--- src/logic/isd_pkg.sv ---
/*
 * Constants shared by the interrupt-source encoder and serial clock divider.
 * Assumes 32-bit AHB-Lite data and single-word register accesses.
 */
package isd_pkg;

	// ****************************************
	// Register byte offsets
	// ****************************************
	localparam logic [7:0] ISD_OFF_MODE = 8'h00;
	localparam logic [7:0] ISD_OFF_STATUS = 8'h04;
	localparam logic [7:0] ISD_OFF_ENABLE = 8'h08;
	localparam logic [7:0] ISD_OFF_SOURCE = 8'h0C;
	localparam logic [7:0] ISD_OFF_PRESCALE = 8'h10;
	localparam logic [7:0] ISD_OFF_LOW = 8'h14;
	localparam logic [7:0] ISD_OFF_HIGH = 8'h18;
	localparam int ISD_ADDR_LSB = 2;
	localparam int ISD_ADDR_MSB = 7;

	// ****************************************
	// Events and source codes
	// ****************************************
	localparam int ISD_NEVT = 7;
	localparam logic [2:0] ISD_CODE_NONE = 3'h0;
	localparam logic [2:0] ISD_CODE_ARB = 3'h1;
	localparam logic [2:0] ISD_CODE_NACK = 3'h2;
	localparam logic [2:0] ISD_CODE_READY = 3'h3;
	localparam logic [2:0] ISD_CODE_RXRDY = 3'h4;
	localparam logic [2:0] ISD_CODE_TXRDY = 3'h5;
	localparam logic [2:0] ISD_CODE_STOP = 3'h6;
	localparam logic [2:0] ISD_CODE_SLAVE = 3'h7;
	// Flags that a source read also clears: arbitration, nack, stop
	localparam logic [6:0] ISD_READ_CLEARS = 7'h23;

	// ****************************************
	// Field positions and reset values
	// ****************************************
	localparam int ISD_MODE_RUN = 0;
	localparam int ISD_MODE_MST = 1;
	localparam int ISD_SRC_RSV_LSB = 8;
	localparam int ISD_SRC_RSV_MSB = 11;
	localparam logic [1:0] ISD_MODE_RST = 2'h0;
	localparam logic [7:0] ISD_PSC_RST = 8'h00;
	localparam logic [15:0] ISD_LOW_RST = 16'h0009;
	localparam logic [15:0] ISD_HIGH_RST = 16'h0000;

	// ****************************************
	// Divider delay d and bus codes
	// ****************************************
	localparam logic [2:0] ISD_D_PSC0 = 3'h7;
	localparam logic [2:0] ISD_D_PSC1 = 3'h6;
	localparam logic [2:0] ISD_D_PSCN = 3'h5;
	localparam logic [7:0] ISD_PSC_ONE = 8'h01;
	localparam logic [1:0] ISD_HTRANS_NONSEQ = 2'h2;
	localparam logic [1:0] ISD_HTRANS_SEQ = 2'h3;

	function automatic logic [2:0] isd_delay(input logic [7:0] psc);
		if (psc == ISD_PSC_RST) begin
			return ISD_D_PSC0;
		end else if (psc == ISD_PSC_ONE) begin
			return ISD_D_PSC1;
		end
		return ISD_D_PSCN;
	endfunction : isd_delay

endpackage : isd_pkg

--- src/logic/isd_scl_gen.sv ---
/*
 * Prescaler and master serial clock generator.
 * Assumes run, master and divider values come from registers on hclk.
 */
`timescale 1ns/1ps
module isd_scl_gen import isd_pkg::*; (
	input wire logic hclk,
	input wire logic hresetn,
	input wire logic module_run,
	input wire logic master,
	input wire logic [7:0] prescale_div,
	input wire logic [15:0] low_phase_div,
	input wire logic [15:0] high_phase_div,
	output logic scl_oe,
	output logic core_rst_n
);

	typedef struct packed {
		logic run_q;
		logic [7:0] psc_act;
		logic [7:0] pcnt;
		logic phase_low;
		logic [16:0] hcnt;
		logic scl_oe;
		logic core_rst_n;
	} isd_gen_t;

	isd_gen_t s;
	isd_gen_t next_s;
	logic tick;
	logic [16:0] target;

	always_comb begin
		next_s = s;
		tick = (s.pcnt == s.psc_act);
		target = s.phase_low ? (17'(low_phase_div) + 17'(isd_delay(s.psc_act))) // RULE14 RULE18
			: (17'(high_phase_div) + 17'(isd_delay(s.psc_act))); // RULE16 RULE17
		next_s.run_q = module_run;
		if (!module_run) begin
			// Held in reset: no clock, no bus condition detection
			next_s.core_rst_n = 1'b0; // RULE19
			next_s.pcnt = '0;
			next_s.hcnt = '0;
			next_s.phase_low = 1'b1;
			next_s.scl_oe = 1'b0;
		end else if (!s.run_q) begin
			next_s.core_rst_n = 1'b1;
			next_s.psc_act = prescale_div; // RULE11
			next_s.pcnt = '0;
			next_s.hcnt = '0;
			next_s.phase_low = 1'b1;
		end else begin
			next_s.pcnt = tick ? '0 : s.pcnt + 8'h01; // RULE9
			if (!master) begin
				next_s.hcnt = '0;
				next_s.phase_low = 1'b1;
				next_s.scl_oe = 1'b0; // RULE13
			end else begin
				if (tick) begin
					if (s.hcnt + 17'h00001 >= target) begin
						next_s.hcnt = '0;
						next_s.phase_low = !s.phase_low;
					end else begin
						next_s.hcnt = s.hcnt + 17'h00001;
					end
				end
				next_s.scl_oe = next_s.phase_low; // RULE13
			end
		end
	end

	always_ff @(posedge hclk or negedge hresetn) begin
		if (!hresetn) begin
			s <= '{run_q: 1'b0, psc_act: ISD_PSC_RST, pcnt: 8'h00, phase_low: 1'b1,
				hcnt: 17'h00000, scl_oe: 1'b0, core_rst_n: 1'b0};
		end else begin
			s <= next_s;
		end
	end

	assign scl_oe = s.scl_oe;
	assign core_rst_n = s.core_rst_n;

	// ****************************************
	// Checks
	// ****************************************
	property p_psc_hold;
		@(posedge hclk) disable iff (!hresetn)
		s.run_q && module_run |=> s.psc_act == $past(s.psc_act);
	endproperty
	a_psc_hold: assert property (p_psc_hold) else $error("prescale changed while running"); // RULE11

	property p_mod_tick;
		@(posedge hclk) disable iff (!hresetn)
		s.run_q && module_run && tick ##1 module_run |-> s.pcnt == 8'h00;
	endproperty
	a_mod_tick: assert property (p_mod_tick) else $error("module clock divider not wrapping"); // RULE9

	property p_slave_quiet;
		@(posedge hclk) disable iff (!hresetn)
		!master |=> !s.scl_oe;
	endproperty
	a_slave_quiet: assert property (p_slave_quiet) else $error("clock driven while not master"); // RULE13

	property p_held;
		@(posedge hclk) disable iff (!hresetn)
		!module_run |=> !core_rst_n && !scl_oe;
	endproperty
	a_held: assert property (p_held) else $error("module active while run bit low"); // RULE19

	property p_phase_len;
		@(posedge hclk) disable iff (!hresetn)
		tick && s.run_q && module_run && master && s.hcnt + 17'h00001 < target
			|=> s.phase_low == $past(s.phase_low) || !module_run || !master;
	endproperty
	a_phase_len: assert property (p_phase_len) else $error("phase ended early"); // RULE14 RULE17

endmodule : isd_scl_gen

--- src/logic/isd_top.sv ---
/*
 * Interrupt-source encoder, status flags and serial clock registers on AHB-Lite.
 * Assumes event pulses come from controller logic on hclk, one cycle each.
 */
// The register offsets and the AHB-Lite interface to the registers are this design's own decisions.
// What this block does
// RULE1 - Source code 0 none, 1 arbitration lost, 2 nack, 3 registers ready.
// RULE2 - Codes 4 receive ready, 5 transmit ready, 6 stop seen, 7 addressed as slave.
// RULE3 - A processor read of the source register clears the code field.
// RULE4 - After clearing, a pending enabled lower-priority event's code is loaded.
// RULE5 - Reading code 1, 2 or 6 also clears that status flag.
// RULE6 - Emulator reads leave the code field and status flags untouched.
// RULE7 - Source bits 15-12, 7-3 and prescaler bits 15-8 read zero, ignore writes.
// RULE8 - Software writes zeros to source bits 11-8, which are read/write, reset zero.
// RULE9 - Module clock is input clock divided by prescale value plus one.
// RULE10 - Software programs the prescale value while the run bit is zero.
// RULE11 - Prescale value takes effect only when the run bit rises.
// RULE12 - Software should keep the module clock between 7 and 12 MHz.
// RULE13 - Serial clock is generated only as master, from low and high dividers.
// RULE14 - Low phase lasts module period times low divider plus d.
// RULE15 - Software keeps the low divider non-zero; it resets to 9.
// RULE16 - High phase length comes from its own 16-bit divider.
// RULE17 - High phase lasts module period times high divider plus d.
// RULE18 - d is 7 for prescale 0, 6 for 1, 5 above 1.
// RULE19 - With run bit zero the module is held in reset.
// RULE20 - Among pending enabled events, lowest code first.
`timescale 1ns/1ps
module isd_top import isd_pkg::*; (
	input wire logic hclk,
	input wire logic hresetn,
	input wire logic hsel,
	input wire logic [31:0] haddr,
	input wire logic [1:0] htrans,
	input wire logic hwrite,
	input wire logic [2:0] hsize,
	input wire logic [31:0] hwdata,
	input wire logic hready,
	input wire logic emu_access,
	input wire logic [6:0] event_set,
	output logic [31:0] hrdata,
	output logic hreadyout,
	output logic hresp,
	output logic [6:0] status_flags,
	output logic scl_out,
	output logic scl_oe,
	output logic core_rst_n
);

	typedef struct packed {
		logic [1:0] mode;
		logic [6:0] status;
		logic [6:0] enable;
		logic [3:0] src_rsv;
		logic [2:0] irq_event_code;
		logic [2:0] floor;
		logic [7:0] psc;
		logic [15:0] low;
		logic [15:0] high;
		logic wr_pend;
		logic [7:0] wr_addr;
		logic [31:0] hrdata;
		logic scl_out;
	} isd_regs_t;

	isd_regs_t s;
	isd_regs_t next_s;
	logic take;
	logic rd_func;
	logic [6:0] pend;
	logic [2:0] pick;

	// ****************************************
	// Helpers
	// ****************************************
	function automatic logic [2:0] isd_pick(input logic [6:0] p, input logic [2:0] fl);
		logic [2:0] code;
		code = ISD_CODE_NONE;
		for (int i = ISD_NEVT - 1; i >= 0; i--) begin
			if (p[i] && 3'(i + 1) > fl) begin
				code = 3'(i + 1);
			end
		end
		return code;
	endfunction : isd_pick

	function automatic logic [31:0] isd_read(input isd_regs_t r, input logic [7:0] a);
		logic [31:0] d;
		d = 32'h00000000;
		unique case (a)
			ISD_OFF_MODE: d[1:0] = r.mode;
			ISD_OFF_STATUS: d[6:0] = r.status;
			ISD_OFF_ENABLE: d[6:0] = r.enable;
			ISD_OFF_SOURCE: d = {20'h00000, r.src_rsv, 5'h00, r.irq_event_code}; // RULE7 RULE8
			ISD_OFF_PRESCALE: d[7:0] = r.psc; // RULE7
			ISD_OFF_LOW: d[15:0] = r.low;
			ISD_OFF_HIGH: d[15:0] = r.high;
			default: d = 32'h00000000;
		endcase
		return d;
	endfunction : isd_read

	function automatic logic [7:0] isd_word(input logic [31:0] a);
		return {a[ISD_ADDR_MSB:ISD_ADDR_LSB], 2'h0};
	endfunction : isd_word

	// ****************************************
	// Register file and source encoder
	// ****************************************
	assign take = hsel && hready && (htrans == ISD_HTRANS_NONSEQ || htrans == ISD_HTRANS_SEQ);
	assign rd_func = take && !hwrite && !emu_access && isd_word(haddr) == ISD_OFF_SOURCE; // RULE6

	always_comb begin
		next_s = s;
		// Data phase of a write lands first, so a following read sees it
		if (s.wr_pend) begin
			unique case (s.wr_addr)
				ISD_OFF_MODE: next_s.mode = hwdata[1:0];
				ISD_OFF_STATUS: next_s.status = s.status & ~hwdata[6:0];
				ISD_OFF_ENABLE: next_s.enable = hwdata[6:0];
				ISD_OFF_SOURCE: next_s.src_rsv = hwdata[ISD_SRC_RSV_MSB:ISD_SRC_RSV_LSB]; // RULE8
				ISD_OFF_PRESCALE: next_s.psc = hwdata[7:0]; // RULE7
				ISD_OFF_LOW: next_s.low = hwdata[15:0];
				ISD_OFF_HIGH: next_s.high = hwdata[15:0];
				default: next_s.mode = next_s.mode;
			endcase
		end
		next_s.wr_pend = take && hwrite;
		next_s.wr_addr = isd_word(haddr);
		next_s.hrdata = (take && !hwrite) ? isd_read(next_s, isd_word(haddr)) : 32'h00000000;
		// Held module: controller flags stay cleared in reset
		if (!s.mode[ISD_MODE_RUN]) begin
			next_s.status = '0; // RULE19
		end
		if (rd_func) begin
			next_s.irq_event_code = ISD_CODE_NONE; // RULE3
			next_s.floor = s.irq_event_code;
			if (s.irq_event_code != ISD_CODE_NONE && ISD_READ_CLEARS[s.irq_event_code - 3'h1]) begin
				next_s.status[s.irq_event_code - 3'h1] = 1'b0; // RULE5
			end
		end
		// Set beats clear
		if (s.mode[ISD_MODE_RUN]) begin
			next_s.status = next_s.status | event_set;
		end
		pend = s.status & s.enable;
		pick = isd_pick(pend, s.floor); // RULE20
		if (!rd_func && s.irq_event_code == ISD_CODE_NONE) begin
			next_s.irq_event_code = pick; // RULE1 RULE2 RULE4
			if (pick == ISD_CODE_NONE) begin
				next_s.floor = ISD_CODE_NONE;
			end
		end
		next_s.scl_out = 1'b0;
	end

	always_ff @(posedge hclk or negedge hresetn) begin
		if (!hresetn) begin
			s <= '{mode: ISD_MODE_RST, status: 7'h00, enable: 7'h00, src_rsv: 4'h0,
				irq_event_code: ISD_CODE_NONE, floor: ISD_CODE_NONE, psc: ISD_PSC_RST,
				low: ISD_LOW_RST, high: ISD_HIGH_RST, wr_pend: 1'b0, wr_addr: 8'h00,
				hrdata: 32'h00000000, scl_out: 1'b0};
			hreadyout <= 1'b0;
			hresp <= 1'b0;
		end else begin
			s <= next_s;
			hreadyout <= 1'b1;
			hresp <= 1'b0;
		end
	end

	assign hrdata = s.hrdata;
	assign status_flags = s.status;
	assign scl_out = s.scl_out;

	// ****************************************
	// Clock chain
	// ****************************************
	isd_scl_gen u_gen (
		.hclk(hclk),
		.hresetn(hresetn),
		.module_run(s.mode[ISD_MODE_RUN]),
		.master(s.mode[ISD_MODE_MST]),
		.prescale_div(s.psc),
		.low_phase_div(s.low),
		.high_phase_div(s.high),
		.scl_oe(scl_oe),
		.core_rst_n(core_rst_n)
	);

	// ****************************************
	// Checks
	// ****************************************
	property p_read_clears;
		@(posedge hclk) disable iff (!hresetn)
		rd_func |=> s.irq_event_code == ISD_CODE_NONE;
	endproperty
	a_read_clears: assert property (p_read_clears) else $error("source read did not clear code"); // RULE3

	property p_read_flag;
		@(posedge hclk) disable iff (!hresetn)
		rd_func && s.irq_event_code == ISD_CODE_ARB && !event_set[0] |=> !s.status[0];
	endproperty
	a_read_flag: assert property (p_read_flag) else $error("arbitration flag not cleared"); // RULE5

	property p_read_stop;
		@(posedge hclk) disable iff (!hresetn)
		rd_func && s.irq_event_code == ISD_CODE_STOP && !event_set[5] |=> !s.status[5];
	endproperty
	a_read_stop: assert property (p_read_stop) else $error("stop flag not cleared"); // RULE5

	property p_read_nack;
		@(posedge hclk) disable iff (!hresetn)
		rd_func && s.irq_event_code == ISD_CODE_NACK && !event_set[1] |=> !s.status[1];
	endproperty
	a_read_nack: assert property (p_read_nack) else $error("nack flag not cleared"); // RULE5

	property p_emu_flags;
		@(posedge hclk) disable iff (!hresetn)
		take && !hwrite && emu_access && s.mode[ISD_MODE_RUN] && !s.wr_pend
			|=> s.status == ($past(s.status) | $past(event_set));
	endproperty
	a_emu_flags: assert property (p_emu_flags) else $error("emulator read changed flags"); // RULE6

	property p_emu_read;
		@(posedge hclk) disable iff (!hresetn)
		take && !hwrite && emu_access && s.irq_event_code != ISD_CODE_NONE
			|=> s.irq_event_code == $past(s.irq_event_code);
	endproperty
	a_emu_read: assert property (p_emu_read) else $error("emulator read changed code"); // RULE6

	property p_src_rsv;
		@(posedge hclk) disable iff (!hresetn)
		take && !hwrite && isd_word(haddr) == ISD_OFF_SOURCE
			|=> hrdata[31:12] == 20'h00000 && hrdata[7:3] == 5'h00;
	endproperty
	a_src_rsv: assert property (p_src_rsv) else $error("source reserved bits nonzero"); // RULE7

	property p_psc_rsv;
		@(posedge hclk) disable iff (!hresetn)
		take && !hwrite && isd_word(haddr) == ISD_OFF_PRESCALE
			|=> hrdata[31:8] == 24'h000000;
	endproperty
	a_psc_rsv: assert property (p_psc_rsv) else $error("prescale reserved bits nonzero"); // RULE7

	property p_load_pending;
		@(posedge hclk) disable iff (!hresetn)
		s.irq_event_code == ISD_CODE_NONE && !rd_func ##1 s.irq_event_code != ISD_CODE_NONE
			|-> ($past(pend) & (7'h01 << (s.irq_event_code - 3'h1))) != 7'h00
			&& $past(s.floor) < s.irq_event_code;
	endproperty
	a_load_pending: assert property (p_load_pending) else $error("loaded code not pending"); // RULE4

	property p_priority;
		@(posedge hclk) disable iff (!hresetn)
		s.irq_event_code == ISD_CODE_NONE && !rd_func && s.floor == ISD_CODE_NONE && pend[0]
			|=> s.irq_event_code == ISD_CODE_ARB;
	endproperty
	a_priority: assert property (p_priority) else $error("arbitration lost not first"); // RULE20

	property p_set_wins;
		@(posedge hclk) disable iff (!hresetn)
		s.mode[ISD_MODE_RUN] && event_set[1] |=> s.status[1];
	endproperty
	a_set_wins: assert property (p_set_wins) else $error("event lost against clear"); // RULE1

endmodule : isd_top

--- config.mk ---
export PLATFORM = sky130hd
export DESIGN_NAME = isd_top
export DESIGN_NICKNAME = d
export VERILOG_FILES = /design/src/logic/isd_pkg.sv /design/src/logic/isd_scl_gen.sv /design/src/logic/isd_top.sv
export SDC_FILE = /design/constraint.sdc
export NUM_CORES = 1
export LEC_CHECK = 0
export BUFFER_PORTS_ARGS = -buffer_cell sky130_fd_sc_hd__buf_2
export CAP_MARGIN = 5
export CORE_AREA = 2 2 150 152
export DETAILED_ROUTE_END_ITERATION = 16
export DIE_AREA = 0 0 152 154
export MAX_ROUTING_LAYER = met4
export PLACE_DENSITY_LB_ADDON = 0.05
export SLEW_MARGIN = 5
export SYNTH_ARGS = -nofsm -noshare
export SYNTH_HDL_FRONTEND = slang
export SYNTH_HIERARCHICAL = 1
export SYNTH_SLANG_ARGS = --single-unit
--- constraint.sdc ---
create_clock -name hclk -period 4.45 [get_ports hclk]
set_clock_uncertainty 0.2 [all_clocks]
set_input_delay 0.89 -clock hclk [delete_from_list [all_inputs] [get_ports hclk]]
set_output_delay 0.89 -clock hclk [all_outputs]
set_load 0.005 [all_outputs]
==> impl_metrics.json <==
{
  "finalCritPeriodShare": 0.990,
  "portBuffers": 61,
  "yosys.area.top_type_share": 0.427,
  "avgRoutedWirePerCell_um": 17.6,
  "worst_hold_slack_ns": 0.284,
  "setup_viol": 0,
  "drt_iter0_markers": 284,
  "ys_top_cells_by_area": "dfrtp_1, mux2_2, buf_4, mux2_1, ha_1",
  "max-cap-violations": 0,
  "cp-start-kind": "flop",
  "clockPowerShare": 0.484,
  "nets": 854,
  "intPower_mw": 2.03,
  "worst_pin_slew_ns": 1.05,
  "gr-total-overflow": 0,
  "detail-route-antenna-nets": 0,
  "fmax_ghz": 0.227,
  "power_leakage_nw": 3.86,
  "grt_pass1_vias": 5341,
  "track_usage": 0.165,
  "relSlewSlack": 0.300,
  "layout.cells.non_filler": 1040,
  "ys_types": 77,
  "cts.path.max_buffers": 2,
  "syn_area_per_cell_um2": 10.6,
  "ff2ff_setup_slack_ns": 0.04,
  "vias_per_cell": 5.07,
  "status": "finished, final reports clean",
  "power_density_mw_per_mm2": 330,
  "crit_required_ns": 4.54,
  "cts_tree": "done",
  "fin_crit_ns": 4.41,
  "worstRegToRegCells": 17,
  "synth_edf_count": 0,
  "dieArea_mm2": 0.0234,
  "yosys.cell_count.top_type": "dfrtp_1",
  "hold_path_depth": 2,
  "dp.cells": 1004,
  "ys_ff_latch": 127,
  "endpoint_kind": "flop",
  "worstSetupPathType": "flop to flop",
  "grt_max_degree": 110,
  "clockRootBuffer": "clkbuf_16",
  "finalHoldViolations": 0,
  "area_delta_synth_final_pct": 16.3,
  "vdd_drop_max_uv": 207,
  "fp.dieH_um": 154,
  "cp_max_fo": 6,
  "numCtsBuffers": 17,
  "synth.yosys.seq_area_share": 0.438,
  "clock_latency_ns": 0.42,
  "synth-async-reset-ratio": 1.00,
  "dpl.hpwl_um": 13300,
  "wl_um": 18300,
  "fp.dieW_um": 152,
  "finalMaxSlewViolations": 0,
  "critical_path.startpoint": "u_gen/s[32]",
  "combPwrFrac": 0.072,
  "gp_congestion": 0.804,
  "vias": 5272,
  "hold_buffers": 0,
  "arrival_ns": 4.50,
  "syn_inst": 683,
  "reg2reg_to": "u_gen/s[18]",
  "yosys_warnings": 6,
  "r2r-start": "u_gen/s[32]",
  "ctsHtreeMaxLevel": 4,
  "antenna_found_initial": 0,
  "core_mm2": 0.0217,
  "antenna_cells": 0,
  "syn_area_mm2": 0.00727,
  "start_util": 0.335,
  "pin_count": 126,
  "synth-main-ff-cell": "dfrtp_1",
  "rows": 54,
  "fill_cells": 2119,
  "endpoint": "u_gen/s[18]",
  "switchingPower_mw": 0.757,
  "drc": 0,
  "grt_pass1_wl_um": 29700,
  "seqPwrFrac": 0.444,
  "drt_first_pass_iters": 5,
  "grt_setup_unrepaired": "true",
  "synthTopCellsByCount": "dfrtp_1, nand2_1, nor2_1, buf_4, mux2_2",
  "sw_frac_of_total": 0.272,
  "layout-drive-gt1-share": 0.263,
  "yosys.area.top_type": "dfrtp_1",
  "clock_sinks": 127,
  "min_path_type": "flop to flop",
  "clkTransAtPathRegs_ns": 0.06
}
## flip-flops by register name, summed over array words and instances (netlist names)
signal,count
hrdata,16
s,66
hreadyout,1
status_flags,7
u_gen/core_rst_n,1
u_gen/scl_oe,1
u_gen/s,35
## layout by cell type (no fill, tap or decap), types with 11 or more instances in the layout
| master | count |
|---|---|
| o21ai_0 | 14 |
| nand3_1 | 20 |
| buf_4 | 23 |
| ha_1 | 23 |
| dfrtp_1 | 124 |
| nor3_1 | 11 |
| clkbuf_16 | 17 |
| inv_1 | 12 |
| buf_2 | 60 |
| a22oi_1 | 17 |
| mux2_2 | 33 |
| a21oi_1 | 24 |
| a31oi_1 | 12 |
| nand2_1 | 61 |
| xnor2_1 | 25 |
| nor2_1 | 44 |
| mux2_1 | 27 |
| xor2_1 | 15 |
| conb_1 | 19 |
## routing by layer
metal  GRT usage  vias up  wire length (µm)
met5           -        -                 0
met4      0.0307        0                96
met3      0.0316        6               561
met2       0.262       91              8770
met1       0.223     2634              8850
li1            -     2541                 -
## power groups by stage
stage          sequential (mW)  combinational (mW)  clock [mW]
3_5_place_dp              1.26               0.201           0
4_1_cts                   1.24               0.203        1.39
2_1_floorplan             1.24               0.129           0
6_report                  1.24               0.201        1.35
3_3_place_gp              1.26               0.197           0
5_1_grt                   1.24               0.228        1.45
## how the worst min path moves through the flow
stage	start	end	slack, ns
2_1_floorplan	s[88]	s[88]	0.26
3_3_place_gp	s[88]	s[88]	0.27
3_5_place_dp	u_gen/scl_oe	u_gen/scl_oe	0.28
4_1_cts	u_gen/scl_oe	u_gen/scl_oe	0.30
5_1_grt	s[90]	s[90]	0.32
6_report	u_gen/scl_oe	u_gen/scl_oe	0.28
## kinds of logic after synthesis
group,count (synthesis),synth area share
and+or+nand+nor,223,0.172
DFF,127,0.438
AOI/OAI and AO/OA,117,0.112
muxes,76,0.119
buffers and inverters,72,0.0652
xor gates and xnor gates,41,0.0494
adders and majority gates,25,0.0441
other,2,0.00103
## area by class of cell
class,count,area (µm²),share of cell area
clock buffer,17,425,0.0503
timing repair buffer,87,518,0.0613
inverter,12,45.0,0.00533
tap,280,350,0.0414
multi-input combinational,502,3790,0.448
clock inverter,15,144,0.0170
sequential,127,3180,0.376
## timing repair
action                                  CTS  global route
gates cloned                              1             0
endpoints found under the setup margin   19            19
pin swaps                                 3            12
setup buffers                             2             2
resized for setup                        12             5
## metrics by stage
stage | worst slack (ns) | setup TNS (ns) | util | power [mW] | cell area [µm²]
final | 0.0441 | 0 | 0.390 | 2.79 | 8450
after global routing | -0.202 | -2.46 | 0.390 | 2.92 | 8450
after CTS | -0.123 | -1.18 | 0.388 | 2.83 | 8410
after detailed placement | -0.228 | -3.21 | 0.358 | 1.46 | 7760
after global placement | -0.207 | -2.65 | 0.358 | 1.45 | 7760
after floorplan | 0.00516 | 0 | - | 1.37 | 7360
## worst max-delay path, cell delays in order, from the launching register on
cell and delay [ns]:
dfrtp_1 0.38, or4_4 0.55, nor4_4 0.19, nand2_1 0.11
ha_2 0.21, fa_2 0.37, o21bai_4 0.16, nor4b_4 0.09
nand2_1 0.12, xnor2_1 0.12, mux2i_1 0.11, ha_1 0.33
nand2_2 0.07, nor4_4 0.16, or4b_4 0.57, nand3_2 0.13
nor2_4 0.07, a221o_1 0.35
Power figures use the tool's default switching activity.
